[src/mux16_sar_adc_map.svh]
// constants for the sixteen-input successive-approximation converter control
`ifndef MUX16_SAR_ADC_MAP_SVH
`define MUX16_SAR_ADC_MAP_SVH
`define ADC_CHANNELS 16
`define ADC_SEL_BITS 4
`define ADC_RESULT_BITS 8
`define ADC_CLKS_PER_BIT 8
`define ADC_BITS_PER_CONV 8
`define ADC_CLK_CNT_BITS 3
`define ADC_BIT_IDX_BITS 3
`define ADC_CLK_PERIOD_PS 4000
`define ADC_SETTLE_TIME_NS 2500
`define ADC_SETTLE_CYCLES ((`ADC_SETTLE_TIME_NS * 1000) / `ADC_CLK_PERIOD_PS)
`define ADC_RESULT_RESET 8'h00
`define ADC_SAR_FIRST_TRIAL 8'h80
`define ADC_SELECT_RESET 16'h0000
`endif

[src/mux16_sar_adc_pkg.sv]
// types shared by the converter control modules
package mux16_sar_adc_pkg;
  typedef enum logic [1:0] {
    CONV_IDLE = 2'b00,
    CONV_ARMED = 2'b01,
    CONV_RUN = 2'b10
  } conv_state_t;
  typedef logic [7:0] result_t;
  typedef logic [15:0] channel_onehot_t;
endpackage : mux16_sar_adc_pkg

[src/mux_select_if.sv]
// channel selection carried from the latch to the converter core
interface mux_select_if;
  logic [15:0] select_onehot;
  logic channel_enabled;
  logic latch_event;
  modport latch (output select_onehot, output channel_enabled,
    output latch_event);
  modport core (input select_onehot, input channel_enabled,
    input latch_event);
endinterface : mux_select_if

[src/channel_latch.sv]
// address latch and sixteen-way channel decoder
`include "mux16_sar_adc_map.svh"
module channel_latch (
  input wire logic clk,
  input wire logic rst_n,
  input wire logic address_latch_strobe,
  input wire logic channel_expansion,
  input wire logic [3:0] channel_address,
  mux_select_if.latch sel
);
  logic strobe_reg;
  logic strobe_next;
  mux16_sar_adc_pkg::channel_onehot_t onehot_reg;
  mux16_sar_adc_pkg::channel_onehot_t onehot_next;
  logic enabled_reg;
  logic enabled_next;
  logic event_reg;
  logic event_next;
  logic rise;

  always_comb begin
    rise = address_latch_strobe & ~strobe_reg;
    strobe_next = address_latch_strobe;
    onehot_next = onehot_reg;
    enabled_next = enabled_reg;
    event_next = rise;
    if (rise) begin
      enabled_next = channel_expansion;
      if (channel_expansion) begin
        // select bit 3 is most significant
        onehot_next = 16'h0001 << channel_address;
      end else begin
        onehot_next = `ADC_SELECT_RESET; // all channels off
      end
    end
  end

  always_ff @(posedge clk or negedge rst_n) begin
    if (!rst_n) begin
      strobe_reg <= 1'b0;
      onehot_reg <= `ADC_SELECT_RESET;
      enabled_reg <= 1'b0;
      event_reg <= 1'b0;
    end else begin
      strobe_reg <= strobe_next;
      onehot_reg <= onehot_next;
      enabled_reg <= enabled_next;
      event_reg <= event_next;
    end
  end

  assign sel.select_onehot = onehot_reg;
  assign sel.channel_enabled = enabled_reg;
  assign sel.latch_event = event_reg;
endmodule : channel_latch

[src/mux16_sar_adc_control.sv]
// successive-approximation converter control with sixteen-way input select
// Operation
// - route at most one of sixteen inputs, or none when expansion is off at the strobe rise
// - latch address on strobe rising edge
// - four select bits choose input index
// - each conversion yields an 8-bit code
// - approximation register decides bits in turn
// - clear on trigger rise, run after fall
// - new trigger abandons running conversion
// - eight decisions of eight clocks each
// - done falls within eight clocks of trigger
`include "mux16_sar_adc_map.svh"
module mux16_sar_adc_control (
  input wire logic clk,
  input wire logic rst_n,
  input wire logic address_latch_strobe,
  input wire logic channel_expansion,
  input wire logic [3:0] channel_address,
  input wire logic conversion_trigger,
  input wire logic comparator_above,
  output logic [15:0] analog_select,
  output logic [7:0] ladder_trial,
  output logic [7:0] conversion_result,
  output logic conversion_done,
  output logic channel_settled
);
  localparam int SETTLE_CYCLES = `ADC_SETTLE_CYCLES;

  mux_select_if sel_bus ();

  channel_latch u_latch (
    .clk(clk),
    .rst_n(rst_n),
    .address_latch_strobe(address_latch_strobe),
    .channel_expansion(channel_expansion),
    .channel_address(channel_address),
    .sel(sel_bus)
  );

  mux16_sar_adc_pkg::conv_state_t state_reg;
  mux16_sar_adc_pkg::conv_state_t state_next;
  logic trig_reg;
  logic trig_next;
  mux16_sar_adc_pkg::result_t approximation_register_reg;
  mux16_sar_adc_pkg::result_t approximation_register_next;
  mux16_sar_adc_pkg::result_t trial_bit_reg;
  mux16_sar_adc_pkg::result_t trial_bit_next;
  logic [2:0] clk_cnt_reg;
  logic [2:0] clk_cnt_next;
  logic [2:0] bit_idx_reg;
  logic [2:0] bit_idx_next;
  mux16_sar_adc_pkg::result_t result_reg;
  mux16_sar_adc_pkg::result_t result_next;
  logic done_reg;
  logic done_next;
  logic [15:0] select_reg;
  logic [15:0] select_next;
  logic [9:0] settle_cnt_reg;
  logic [9:0] settle_cnt_next;
  logic settled_reg;
  logic settled_next;
  logic settle_busy_reg;
  logic settle_busy_next;
  mux16_sar_adc_pkg::result_t ladder_trial_reg;
  mux16_sar_adc_pkg::result_t ladder_trial_next;
  logic trig_rise;
  logic trig_fall;

  // trigger edge detector; idles low so reset makes no false rise
  always_comb begin
    trig_next = conversion_trigger;
  end

  always_ff @(posedge clk or negedge rst_n) begin
    if (!rst_n) begin
      trig_reg <= 1'b0;
    end else begin
      trig_reg <= trig_next;
    end
  end

  // edges of the trigger against last clock's level
  always_comb begin
    trig_rise = conversion_trigger & ~trig_reg;
    trig_fall = ~conversion_trigger & trig_reg;
  end

  // conversion sequencer
  always_comb begin
    state_next = state_reg;
    approximation_register_next = approximation_register_reg;
    trial_bit_next = trial_bit_reg;
    clk_cnt_next = clk_cnt_reg;
    bit_idx_next = bit_idx_reg;
    result_next = result_reg;
    done_next = done_reg;
    if (trig_rise) begin
      // a rise always wins, even mid-conversion
      state_next = mux16_sar_adc_pkg::CONV_ARMED;
      approximation_register_next = `ADC_RESULT_RESET;
      trial_bit_next = `ADC_SAR_FIRST_TRIAL;
      clk_cnt_next = 3'h0;
      bit_idx_next = 3'h0;
      done_next = 1'b0; // one clock after the rise
    end else begin
      unique case (state_reg)
        mux16_sar_adc_pkg::CONV_IDLE: begin
        end
        mux16_sar_adc_pkg::CONV_ARMED: begin
          if (trig_fall) begin
            state_next = mux16_sar_adc_pkg::CONV_RUN;
          end
        end
        mux16_sar_adc_pkg::CONV_RUN: begin
          clk_cnt_next = clk_cnt_reg + 3'h1;
          // decide at the last clock of each bit slot
          if (clk_cnt_reg == 3'(`ADC_CLKS_PER_BIT - 1)) begin
            if (comparator_above) begin
              // input above trial level keeps the bit
              approximation_register_next =
                approximation_register_reg | trial_bit_reg;
            end
            trial_bit_next = trial_bit_reg >> 1;
            bit_idx_next = bit_idx_reg + 3'h1;
            if (bit_idx_reg == 3'(`ADC_BITS_PER_CONV - 1)) begin
              state_next = mux16_sar_adc_pkg::CONV_IDLE;
              result_next = comparator_above ?
                (approximation_register_reg | trial_bit_reg) :
                approximation_register_reg;
              done_next = 1'b1;
            end
          end
        end
        default: begin
          // illegal code falls back to idle
          state_next = mux16_sar_adc_pkg::CONV_IDLE;
        end
      endcase
    end
  end

  always_ff @(posedge clk or negedge rst_n) begin
    if (!rst_n) begin
      state_reg <= mux16_sar_adc_pkg::CONV_IDLE;
      approximation_register_reg <= `ADC_RESULT_RESET;
      trial_bit_reg <= `ADC_RESULT_RESET;
      clk_cnt_reg <= 3'h0;
      bit_idx_reg <= 3'h0;
      result_reg <= `ADC_RESULT_RESET;
      done_reg <= 1'b0;
    end else begin
      state_reg <= state_next;
      approximation_register_reg <= approximation_register_next;
      trial_bit_reg <= trial_bit_next;
      clk_cnt_reg <= clk_cnt_next;
      bit_idx_reg <= bit_idx_next;
      result_reg <= result_next;
      done_reg <= done_next;
    end
  end

  // trial level from flops, not a gate, so the ladder sees no glitch
  always_comb begin
    ladder_trial_next = approximation_register_next | trial_bit_next;
  end

  always_ff @(posedge clk or negedge rst_n) begin
    if (!rst_n) begin
      ladder_trial_reg <= `ADC_RESULT_RESET;
    end else begin
      ladder_trial_reg <= ladder_trial_next;
    end
  end

  // channel switch drive; lags the latch by one clock
  always_comb begin
    select_next = sel_bus.select_onehot;
  end

  always_ff @(posedge clk or negedge rst_n) begin
    if (!rst_n) begin
      select_reg <= `ADC_SELECT_RESET;
    end else begin
      select_reg <= select_next;
    end
  end

  // settle indicator; advisory only, the controller owns the wait
  always_comb begin
    settle_cnt_next = settle_cnt_reg;
    settled_next = settled_reg;
    settle_busy_next = settle_busy_reg;
    if (sel_bus.latch_event) begin
      settle_cnt_next = 10'h000;
      settled_next = 1'b0;
      settle_busy_next = 1'b1;
    end else if (settle_busy_reg) begin
      settle_cnt_next = settle_cnt_reg + 10'h001;
      if (settle_cnt_reg == 10'(SETTLE_CYCLES - 1)) begin
        // counter parks after one span; an off channel never settles
        settled_next = sel_bus.channel_enabled;
        settle_busy_next = 1'b0;
      end
    end
  end

  always_ff @(posedge clk or negedge rst_n) begin
    if (!rst_n) begin
      settle_cnt_reg <= 10'h000;
      settled_reg <= 1'b0;
      settle_busy_reg <= 1'b0;
    end else begin
      settle_cnt_reg <= settle_cnt_next;
      settled_reg <= settled_next;
      settle_busy_reg <= settle_busy_next;
    end
  end

  assign analog_select = select_reg;
  assign ladder_trial = ladder_trial_reg;
  assign conversion_result = result_reg;
  assign conversion_done = done_reg;
  assign channel_settled = settled_reg;
endmodule : mux16_sar_adc_control

[config.mk]
export PLATFORM = sky130hd
export DESIGN_NAME = mux16_sar_adc_control
export DESIGN_NICKNAME = d
export VERILOG_FILES = /design/src/mux16_sar_adc_pkg.sv /design/src/mux_select_if.sv /design/src/channel_latch.sv /design/src/mux16_sar_adc_control.sv
export VERILOG_INCLUDE_DIRS = /design/src
export SDC_FILE = /design/constraint.sdc
export NUM_CORES = 1
export LEC_CHECK = 0
export BUFFER_PORTS_ARGS = -buffer_cell sky130_fd_sc_hd__clkbuf_2
export CAP_MARGIN = 20
export CORE_MARGIN = 2
export CORE_UTILIZATION = 55
export DETAILED_ROUTE_END_ITERATION = 7
export PLACE_DENSITY = 0.76
export SLEW_MARGIN = 20
export SYNTH_ARGS = -nofsm -noshare
export SYNTH_HDL_FRONTEND = slang
export SYNTH_SLANG_ARGS = --single-unit
[constraint.sdc]
create_clock -name clk -period 2.2 [get_ports clk]
set_input_delay 0 -clock clk [delete_from_list [all_inputs] [get_ports clk]]
set_output_delay 0 -clock clk [all_outputs]
set_load 0.01 [all_outputs]
# Yosys cells after proc, flatten, opt, wreduce, memory -nomap -nowiden
# Index checks and enable logic that the tools add are counted.
[op_classes] add_sub_neg=3 n_eq_ne=9 shift=1 muxes=30 n_bitwise=9 reduce_logical=11
[op_table] operator="2-to-1 mux 8 bit" count=7
[op_table] operator="2-to-1 mux 10 bit" count=2
[op_table] operator="2-to-1 mux 16 bit" count=1
[op_table] operator="OR 8 bit" count=2
[op_table] operator="left shift 1 x 4 -> 16 bit, first input constant" count=1
[op_table] operator="2-to-1 mux 3 bit" count=5
[op_table] operator="adder 10 x 1 -> 10 bit, second input constant" count=1
[op_table] operator="equality test 10 bit, second input constant" count=1
[op_table] operator="2-to-1 mux 1 bit" count=10
[op_table] operator="nonzero test 2 bit" count=5
[op_table] operator="inequality test 3 bit, second input constant" count=3
[op_table] operator="2-to-1 mux 2 bit" count=4
[op_table] operator="AND reduction 4 bit" count=2
[op_table] operator="adder 3 x 1 -> 3 bit, second input constant" count=2
[op_table] operator="equality test 3 bit, second input constant" count=2
[op_table] operator="one-hot mux 2 bit (3 select lines)" count=1
[op_table] operator="NOT 1 bit" count=4
[op_table] operator="AND reduction 2 bit" count=2
[op_table] operator="AND 1 bit" count=3
[op_table] operator="AND reduction 3 bit" count=1
[op_table] operator="equality test 2 x 1 -> 1 bit, second input constant" count=1
[op_table] operator="equality test 2 bit, second input constant" count=1
[op_table] operator="zero test 2 bit" count=1
[op_table] operator="inequality test 2 bit, second input constant" count=1
[totals] ff_bits=89 input_bits=10 out_inout_bits=34 word_cells=80

# Logic depth before layout (Yosys ltp)
# Gate-level depths: netlist (run 1).
[depth] depth_word=6 mapped_depth=8 ltp_nobuf=5

# By module
# Synthesis (run 1) repeated with hierarchy kept, for this count alone.
[hier_totals] cells_unflattened=303 hier_area_um2=3601.0
[modules_own_cells] module="mux16_sar_adc_control" n_inst=1 cells_each=250 area_per_inst_um2=2824.0 seq_area_each_um2=1751.7
[modules_own_cells] module="channel_latch" n_inst=1 cells_each=53 area_per_inst_um2=777.0 seq_area_each_um2=475.5

# Worst setup path after synthesis (run 1)
# OpenSTA, ideal clock, no wires.
[synth_path] path_type="flip-flop to flip-flop" start="reg clk_cnt_reg[0]" end="reg approximation_register_reg[6]" setup_time_ns=0.121 arrival_time_ns=1.508 t_required_ns=2.079 setup_slack_ns=0.571 path_stages_with_launch=8 n_path_buf=2 synth_period_minus_slack_ns=1.629 cell_sequence="dfrtp_1 -> ha_1 -> ha_1 -> nor4bb_4 -> buf_6 -> and2_4 -> buf_6 -> a22o_1"
[synth_via] elab_chain_len=4
[synth_lines] element="from (decl)" line="mux16_sar_adc_control.sv:48" rtl="logic [2:0] clk_cnt_reg;"
[synth_lines] element="from (signal assigned)" line="mux16_sar_adc_control.sv:155" rtl="clk_cnt_reg <= clk_cnt_next;"
[synth_lines] element="equality test 3 bit" line="mux16_sar_adc_control.sv:117" rtl="if (clk_cnt_reg == 3'(`ADC_CLKS_PER_BIT - 1)) begin"
[synth_lines] element="2-to-1 mux 8 bit" line="mux16_sar_adc_control.sv:117"
[synth_lines] element="2-to-1 mux 8 bit" line="mux16_sar_adc_control.sv:106" rtl="unique case (state_reg)"
[synth_lines] element="2-to-1 mux 8 bit" line="mux16_sar_adc_control.sv:97" rtl="if (trig_rise) begin"
[synth_lines] element="named net approximation_register_next[6]" line="mux16_sar_adc_control.sv:45" rtl="mux16_sar_adc_pkg::result_t approximation_register_next;"
[synth_lines] element="to (signal assigned)" line="mux16_sar_adc_control.sv:145" rtl="approximation_register_reg <= `ADC_RESULT_RESET;"
[synth_lines] element="to (signal assigned)" line="mux16_sar_adc_control.sv:153" rtl="approximation_register_reg <= approximation_register_next;"
[synth_lines] element="to (decl)" line="mux16_sar_adc_control.sv:44" rtl="mux16_sar_adc_pkg::result_t approximation_register_reg;"
# The timed path passes the listed nets, and every way through them passes these cells.
# A chain may end at the register's enable or synchronous reset.

# Final worst setup path (run 1)
[layout_path] start="reg u_latch.strobe_reg" end="reg u_latch.onehot_reg[7], in the netlist u_latch.sel.select_onehot[7]"
[layout_via] elab_chain_len=2
[layout_lines] element="from (decl)" line="channel_latch.sv:11" rtl="logic strobe_reg;"
[layout_lines] element="from (signal assigned)" line="channel_latch.sv:45" rtl="strobe_reg <= strobe_next;"
[layout_lines] element="NOT 1 bit" line="channel_latch.sv:22" rtl="rise = address_latch_strobe & ~strobe_reg;"
[layout_lines] element="AND 1 bit" line="channel_latch.sv:22"
[layout_lines] element="to (signal assigned)" line="channel_latch.sv:41" rtl="onehot_reg <= `ADC_SELECT_RESET;"
[layout_lines] element="to (signal assigned)" line="channel_latch.sv:46" rtl="onehot_reg <= onehot_next;"
[layout_lines] element="to (decl)" line="channel_latch.sv:13" rtl="mux16_sar_adc_pkg::channel_onehot_t onehot_reg;"
# No other way between the ends.

==> metrics.md, run 1 <==
| Metric | Value |
|---|---|
| Routed Antenna Nets | `0` |
| Clk pin slew, worst setup/hold paths | `around 100 ps` |
| Register area | `between 2000 and 2500 um^2` |
| Die X | `84.3 um` |
| Met2 WL post-DR | `~3.2 mm` |
| Max Cap Violations | `0` |
| Critical Path RT | `roughly 2500 ps` |
| Crit. Startpoint | `u_latch.strobe_reg` |
| Top cells by area, synth | `dfrtp_1 (63%), a21oi_1 (5.2%), a22o_1 (4.9%)` |
| I/O pin total | `44` |
| Least-Margin Pin Slew | `701 ps` |
| GP Congestion | `just over 0.8` |
| Avg Cell Area, Syn | `11.8 um^2` |
| Share of layout cells above drive strength 1 | `approximately a fifth` |
| Total Wirelength | `6.66 mm` |
| PostCTS Resize Cnt | `0` |
| Area growth from synthesis to final layout | `15.5%` |
| Crit-path max FO | `13` |
| Skew-Pair Late Insertion Delay | `360 ps` |
| CP endpoint kind | `register` |
| Clock sink total | `89` |
| Port Buf Inserts | `between 40 and 50` |
| Static Leak | `~2.0 nW` |
| GR Overflow Total | `0` |
| Die Ht | `around 84 um` |
| Setup crit end | `u_latch.sel.select_onehot[7]` |
| Adder-Cell Fraction of Synth Area | `under 10%` |
| Combinational family with the most area after synthesis | `compound AO/OA/AOI/OAI gates` |
| PD cells | `between 700 and 800 nW/um^2` |
| Setup Skew | `7.60 ps` |
| Synthesized Nets | `about 320` |
| Final Hold Slack | `just under 50 ps` |
| CTS tree | `done` |
| Max transition margin | `52.6%` |
| Period utilization | `91.9%` |
| Post-DP HPWL | `approximately 4.3 mm` |
| Yosys warning count | `0` |
| CTS HTree Levels | `3` |
| CP arrival | `2330 ps` |
| Status | `complete, no violations` |
| R2r setup slk | `180 ps` |
| Critical path startpoint category | `register` |
| Clock buffer depth | `2` |
| Vias per std cell | `5.66` |
| Pin count of the biggest net entering global routing | `50` |
| Wire length on met3 | `roughly 240 um` |
| Slew Limit Fails | `0` |
| Reg2Reg Capture Point | `u_latch.sel.select_onehot[7]` |
| Area fraction in compound gates after synthesis | `between 10% and 20%` |
| Post-synth EDFFs | `0` |
| DRC errors left | `0` |
| Initial Util | `around 56%` |
| Synth cell count leaders | `dfrtp_1 (89), a21oi_1 (37), nand2_1 (25)` |
| Setup TNS | `0 ps` |
| Hold crit path type | `in2reg` |
| IR drop worst, VDD | `between 600 and 700 uV` |
| Reg-to-reg startpoint | `u_latch.strobe_reg` |
| Reg2Reg Depth | `4` |
| Num CTS Buffers | `9` |
| Total GRT Usage | `21.0%` |
| Met1 WL | `between 3 and 4 mm` |
| Crit Path Class | `reg2reg` |
| Final setup viols | `0` |
| Layout fillers | `between 400 and 500` |
| Fmax | `approximately 0.49 GHz` |
| Final Hold Fails | `0` |
| Diode count | `0` |
| Synthesized cell area | `approximately 3500 um^2` |
| Initial antenna violation count | `0` |
| Ys async rst share | `between 90% and 100%` |
| Multi-input gate area | `~1200 um^2` |
| Register area share after synthesis | `a little over three fifths` |
| Via count | `between 2k and 2.5k` |
| RSZ-0062 raised after global routing | `false` |
| Clock root cell | `clkbuf_8` |
| Post-synth top flop | `dfrtp_1` |
| Final Util | `between 60% and 70%` |
| Area leader, netlist | `dfrtp_1` |
| CORE AREA | `around 6300 um^2` |
| Final min period | `a little over 2000 ps` |
| XOR/XNOR share of the synthesized area | `approximately 1.5%` |
| Post-synthesis simple-gate area fraction | `a little over a tenth` |
| Unique masters post-synth | `39` |
| Detailed Routing Iterations Pass 1 | `5` |
| Die area | `around 7100 um^2` |
| WL/cell | `between 15 and 20 um` |
| Post-synthesis mux area share | `1.73%` |
| 1st-iter DRT viols | `150` |
| Top Metal Used | `met4` |
| Post-layout net count | `370` |
| Cell with the most instances after synthesis | `dfrtp_1` |
| First-pass GRT wire length | `about 12 mm` |
| FF+latch count, synth | `between 80 and 90` |
| Syn Inst Count | `300` |
| Share of the synthesized area in the top cell type | `a little over three fifths` |
| Vias in the first global route | `roughly 2.5k` |
| Pwr Total | `3.11 mW` |
| Row cnt | `29` |
## critical path, cell delays in order (launching register included)
cell and delay (ps):
dfrtp_1 360, nand2b_1 340, nor3_1 490, a32o_1 230, dlygate4sd3_1 540
## layout by cell type, fill, tap and decap left out, types with 2 or more instances in the layout
master	netlist	final
inv_8	0	2
a32o_1	4	4
nand3b_1	2	2
a21oi_1	37	37
nor4_1	2	2
o22ai_1	6	6
mux2i_1	5	5
nand4_1	5	5
clkbuf_2	1	42
buf_4	1	8
nor4b_1	2	2
xor2_1	3	3
nor2b_1	4	4
dfrtp_1	89	89
inv_1	14	14
nand2_1	25	25
ha_1	8	8
a22o_1	20	20
or3_1	3	3
xnor2_1	3	3
a31oi_1	10	10
nand3_1	2	2
nor3_1	2	2
clkbuf_8	0	9
nand2b_1	3	3
nor2_1	16	16
dlygate4sd3_1	0	7
o21ai_0	7	7
clkinv_4	0	2
## power breakdown
part / total, mW / internal [mW] / switching [mW] / leakage, nW
Sequential: 1.77 / 1.70 / 0.0705 / 1.21
Combinational: 0.251 / 0.106 / 0.145 / 0.714
Clock: 1.09 / 0.443 / 0.644 / 0.0966
Total: 3.11 / 2.25 / 0.859 / 2.02
## metal layers
| metal | global-route usage, % | vias to the layer above |
|---|---|---|
| met5 | 0 | - |
| met3 | 5.70 | 10 |
| met1 | 29.5 | 1225 |
| met2 | 32.1 | 52 |
| met4 | 7.33 | 0 |
| li1 | - | 1170 |
## per-stage QoR
| step | instance area [um^2] | setup WS, ps | std cells |
|---|---|---|---|
| finish | 4090 | 177 | 434 |
| global placement | 3830 | 560 | 411 |
| CTS | 4090 | 179 | 434 |
| detailed placement | 3830 | 456 | 411 |
| global route | 4090 | 75.6 | 434 |
| floorplan | 3540 | 571 | 300 |
## final cells by class
type,count,area share [%]
clock buffers,9,3.03
clock inverters,7,1.77
inverters,14,1.28
multi-input cells,180,28.3
flip-flops and latches,89,54.4
well taps,77,2.35
repair buffers,58,8.80
## kinds of logic (layout without fill, tap and decap cells)
family	Yosys count	count (layout)
adders and majority gates	8	8
AOI/OAI and AO/OA	87	87
DFF	89	89
and+or+nand+nor	73	73
buffers and inverters	31	88
xor gates and xnor gates	6	6
muxes	6	6
## worst min path at each step
stage	start	end	slack (ps)	depth (start not counted)
6_report	channel_address[3]	u_latch.sel.select_onehot[4]	50	3
3_3_place_gp	rst_n	clk_cnt_reg[2]	10	1
5_1_grt	channel_address[3]	u_latch.sel.select_onehot[4]	30	3
3_5_place_dp	rst_n	clk_cnt_reg[0]	10	1
4_1_cts	channel_address[2]	u_latch.sel.select_onehot[2]	20	3
2_1_floorplan	rst_n	analog_select[0]	-300	0
## what timing repair did
action / CTS / global route
setup endpoints to repair: 0 / 0
setup buffers: 0 / 0
hold endpoints to repair: 47 / 0
hold buffers: 7 / 0
(Power assumes the default switching activity.)
==> run 2, diff against run 1 <==
--- a/config.mk
+++ b/config.mk
@@ -8,10 +8,9 @@
 export LEC_CHECK = 0
 export BUFFER_PORTS_ARGS = -buffer_cell sky130_fd_sc_hd__clkbuf_2
 export CAP_MARGIN = 20
-export CORE_MARGIN = 2
-export CORE_UTILIZATION = 55
+export CORE_UTILIZATION = 51
 export DETAILED_ROUTE_END_ITERATION = 7
-export PLACE_DENSITY = 0.76
+export PLACE_DENSITY = 0.74
 export SLEW_MARGIN = 20
 export SYNTH_ARGS = -nofsm -noshare
 export SYNTH_HDL_FRONTEND = slang
==> constraint.sdc (replaced) <==
create_clock -name clk -period 1.83 [get_ports clk]
set_input_delay 0 -clock clk [delete_from_list [all_inputs] [get_ports clk]]
set_output_delay 0 -clock clk [all_outputs]
set_load 0.01 [all_outputs]
==> run 2 against run 1 <==
Against the previous run: register-to-register slack worse by 30 ps; critical path depth stayed put; cell area is 1.0% higher; setup slack worse by 25 ps; via count is 0.33% lower; highest routed layer unchanged; sequential cell count stayed put; final cell count is 1.4% higher; combinational power is 21% higher; sequential share of layout area is 0.56 points lower; critical path type unchanged; sequential power is 20% higher; utilization is 4.0 points lower; first-iteration DRC count is 27% lower.
==> metrics.md, run 2 (synthesized netlist as in run 1, its figures left out) <==
| Metric | Value |
|---|---|
| Num CTS Buffers | `9` |
| CORE AREA | `6760 um^2` |
| First-pass GRT wire length | `approximately 11 mm` |
| DRC errors left | `0` |
| Setup Skew | `10.6 ps` |
| Port Buf Inserts | `43` |
| CTS tree | `done` |
| Max Cap Violations | `0` |
| Vias in the first global route | `2306` |
| Fmax | `slightly below 0.6 GHz` |
| Pin count of the biggest net entering global routing | `54` |
| Diode count | `0` |
| PD cells | `between 900 and 1000 nW/um^2` |
| CTS HTree Levels | `3` |
| Hold crit path type | `in2reg` |
| Post-place setup slack | `approximately 110 ps` |
| Pwr Total | `between 3 and 4 mW` |
| Total Wirelength | `approximately 6.8 mm` |
| Placed insts | `around 420` |
| Max transition margin | `around 55%` |
| Static Leak | `2.05 nW` |
| Final Hold Fails | `0` |
| Setup WS post-layout | `roughly 150 ps` |
| CP arrival | `1980 ps` |
| Most common cell after layout, fill and taps aside | `dfrtp_1` |
| Via count | `approximately 2.4k` |
| Die Ht | `about 85 um` |
| I/O pin total | `44` |
| Routed Antenna Nets | `0` |
| Share of layout cells above drive strength 1 | `20.8%` |
| RSZ-0062 raised after global routing | `false` |
| Critical path startpoint category | `register` |
| GR Overflow Total | `0` |
| GP Congestion | `0.818` |
| Initial Util | `a little over half` |
| Die X | `85.4 um` |
| Clock buffer depth | `2` |
| 1st-iter DRT viols | `between 100 and 150` |
| Area growth from synthesis to final layout | `16.7%` |
| Final min period | `approximately 1700 ps` |
| Period utilization | `roughly nine tenths` |
| Crit-path max FO | `5` |
| Setup TNS | `0 ps` |
| Vias per std cell | `about 5.6` |
| Slew Limit Fails | `0` |
| # Post-CTS Setup Buffers | `0` |
| Detailed Routing Iterations Pass 1 | `4` |
| WL/cell | `15.4 um` |
| Clock root cell | `clkbuf_8` |
| Post-layout net count | `roughly 370` |
| Crit Path Class | `reg2reg` |
| IR drop worst, VDD | `692 uV` |
| CP endpoint kind | `register` |
| Clock sink total | `89` |
| Die area | `7290 um^2` |
| Status | `complete, no violations` |
| Non-Filler Instances | `between 400 and 500` |
| Skew-Pair Late Insertion Delay | `approximately 360 ps` |
| Final setup viols | `0` |
| Total GRT Usage | `roughly a fifth` |
| Least-Margin Pin Slew | `~670 ps` |
| Initial antenna violation count | `0` |
| Row cnt | `30` |
| Clk pin slew, worst setup/hold paths | `~90 ps` |
| Most frequent cells in the layout | `dfrtp_1 (89), clkbuf_2 (42), a21oi_1 (37), nand2_1 (25), a22o_1 (20)` |
| Post-DP HPWL | `~4.4 mm` |
| Critical Path RT | `2140 ps` |
-- run 2: final timing paths --
kind                                          startpoint                             to  slack, ps  cells after the start
setup / recovery                      u_latch.strobe_reg  u_latch.sel.select_onehot[15]        150                      4
hold / removal                        channel_address[3]   u_latch.sel.select_onehot[4]         60                      3
min in group asynchronous                          rst_n              settle_cnt_reg[7]        210                      2
max in group asynchronous                          rst_n                conversion_done        980                      3
hold reg to reg            u_latch.sel.select_onehot[11]              analog_select[11]        380                      0
setup reg to reg                      u_latch.strobe_reg  u_latch.sel.select_onehot[15]        150                      4
-- run 2: repair_timing --
item,CTS,global route
resized for setup,0,1
setup endpoints to repair,0,9
endpoints found under the hold margin,58,0
hold buffers,7,0
-- run 2: stage by stage --
stage               util (%)  instance area [um^2]  hold WS (ps)
global placement        57.1                  3860          68.8
CTS                     61.1                  4130          31.3
global route            61.2                  4140          52.1
floorplan                  -                  3540          -296
detailed placement      57.1                  3860          80.2
finish                  61.2                  4140          63.5
-- run 2: layout make-up --
type	count	area, um^2
fillers	520	2620
flip-flops and latches	89	2230
multi-input cells	180	1160
repair buffers	62	390
clock buffers	9	124
well taps	80	100
clock inverters	6	76.3
inverters	14	52.6
-- run 2: critical path, cell delays in order (launching register included) --
cell           delay, ps
dfrtp_1              360
nand2b_1             210
nor3_2               310
a32o_1               210
dlygate4sd3_1        540
-- run 2: metal layers --
metal	up-vias	track usage [%]	wire length, um
met5	-	0	0
met1	1217	27.2	3120
met3	7	6.91	267
li1	1185	-	-
met2	40	31.0	3300
met4	0	6.36	79
-- run 2: report_power, final --
group	switching (mW)	leakage (nW)	internal [mW]	total, mW
Sequential	0.0811	1.21	2.05	2.13
Combinational	0.175	0.736	0.129	0.303
Clock	0.706	0.102	0.644	1.35
Total	0.962	2.05	2.82	3.78
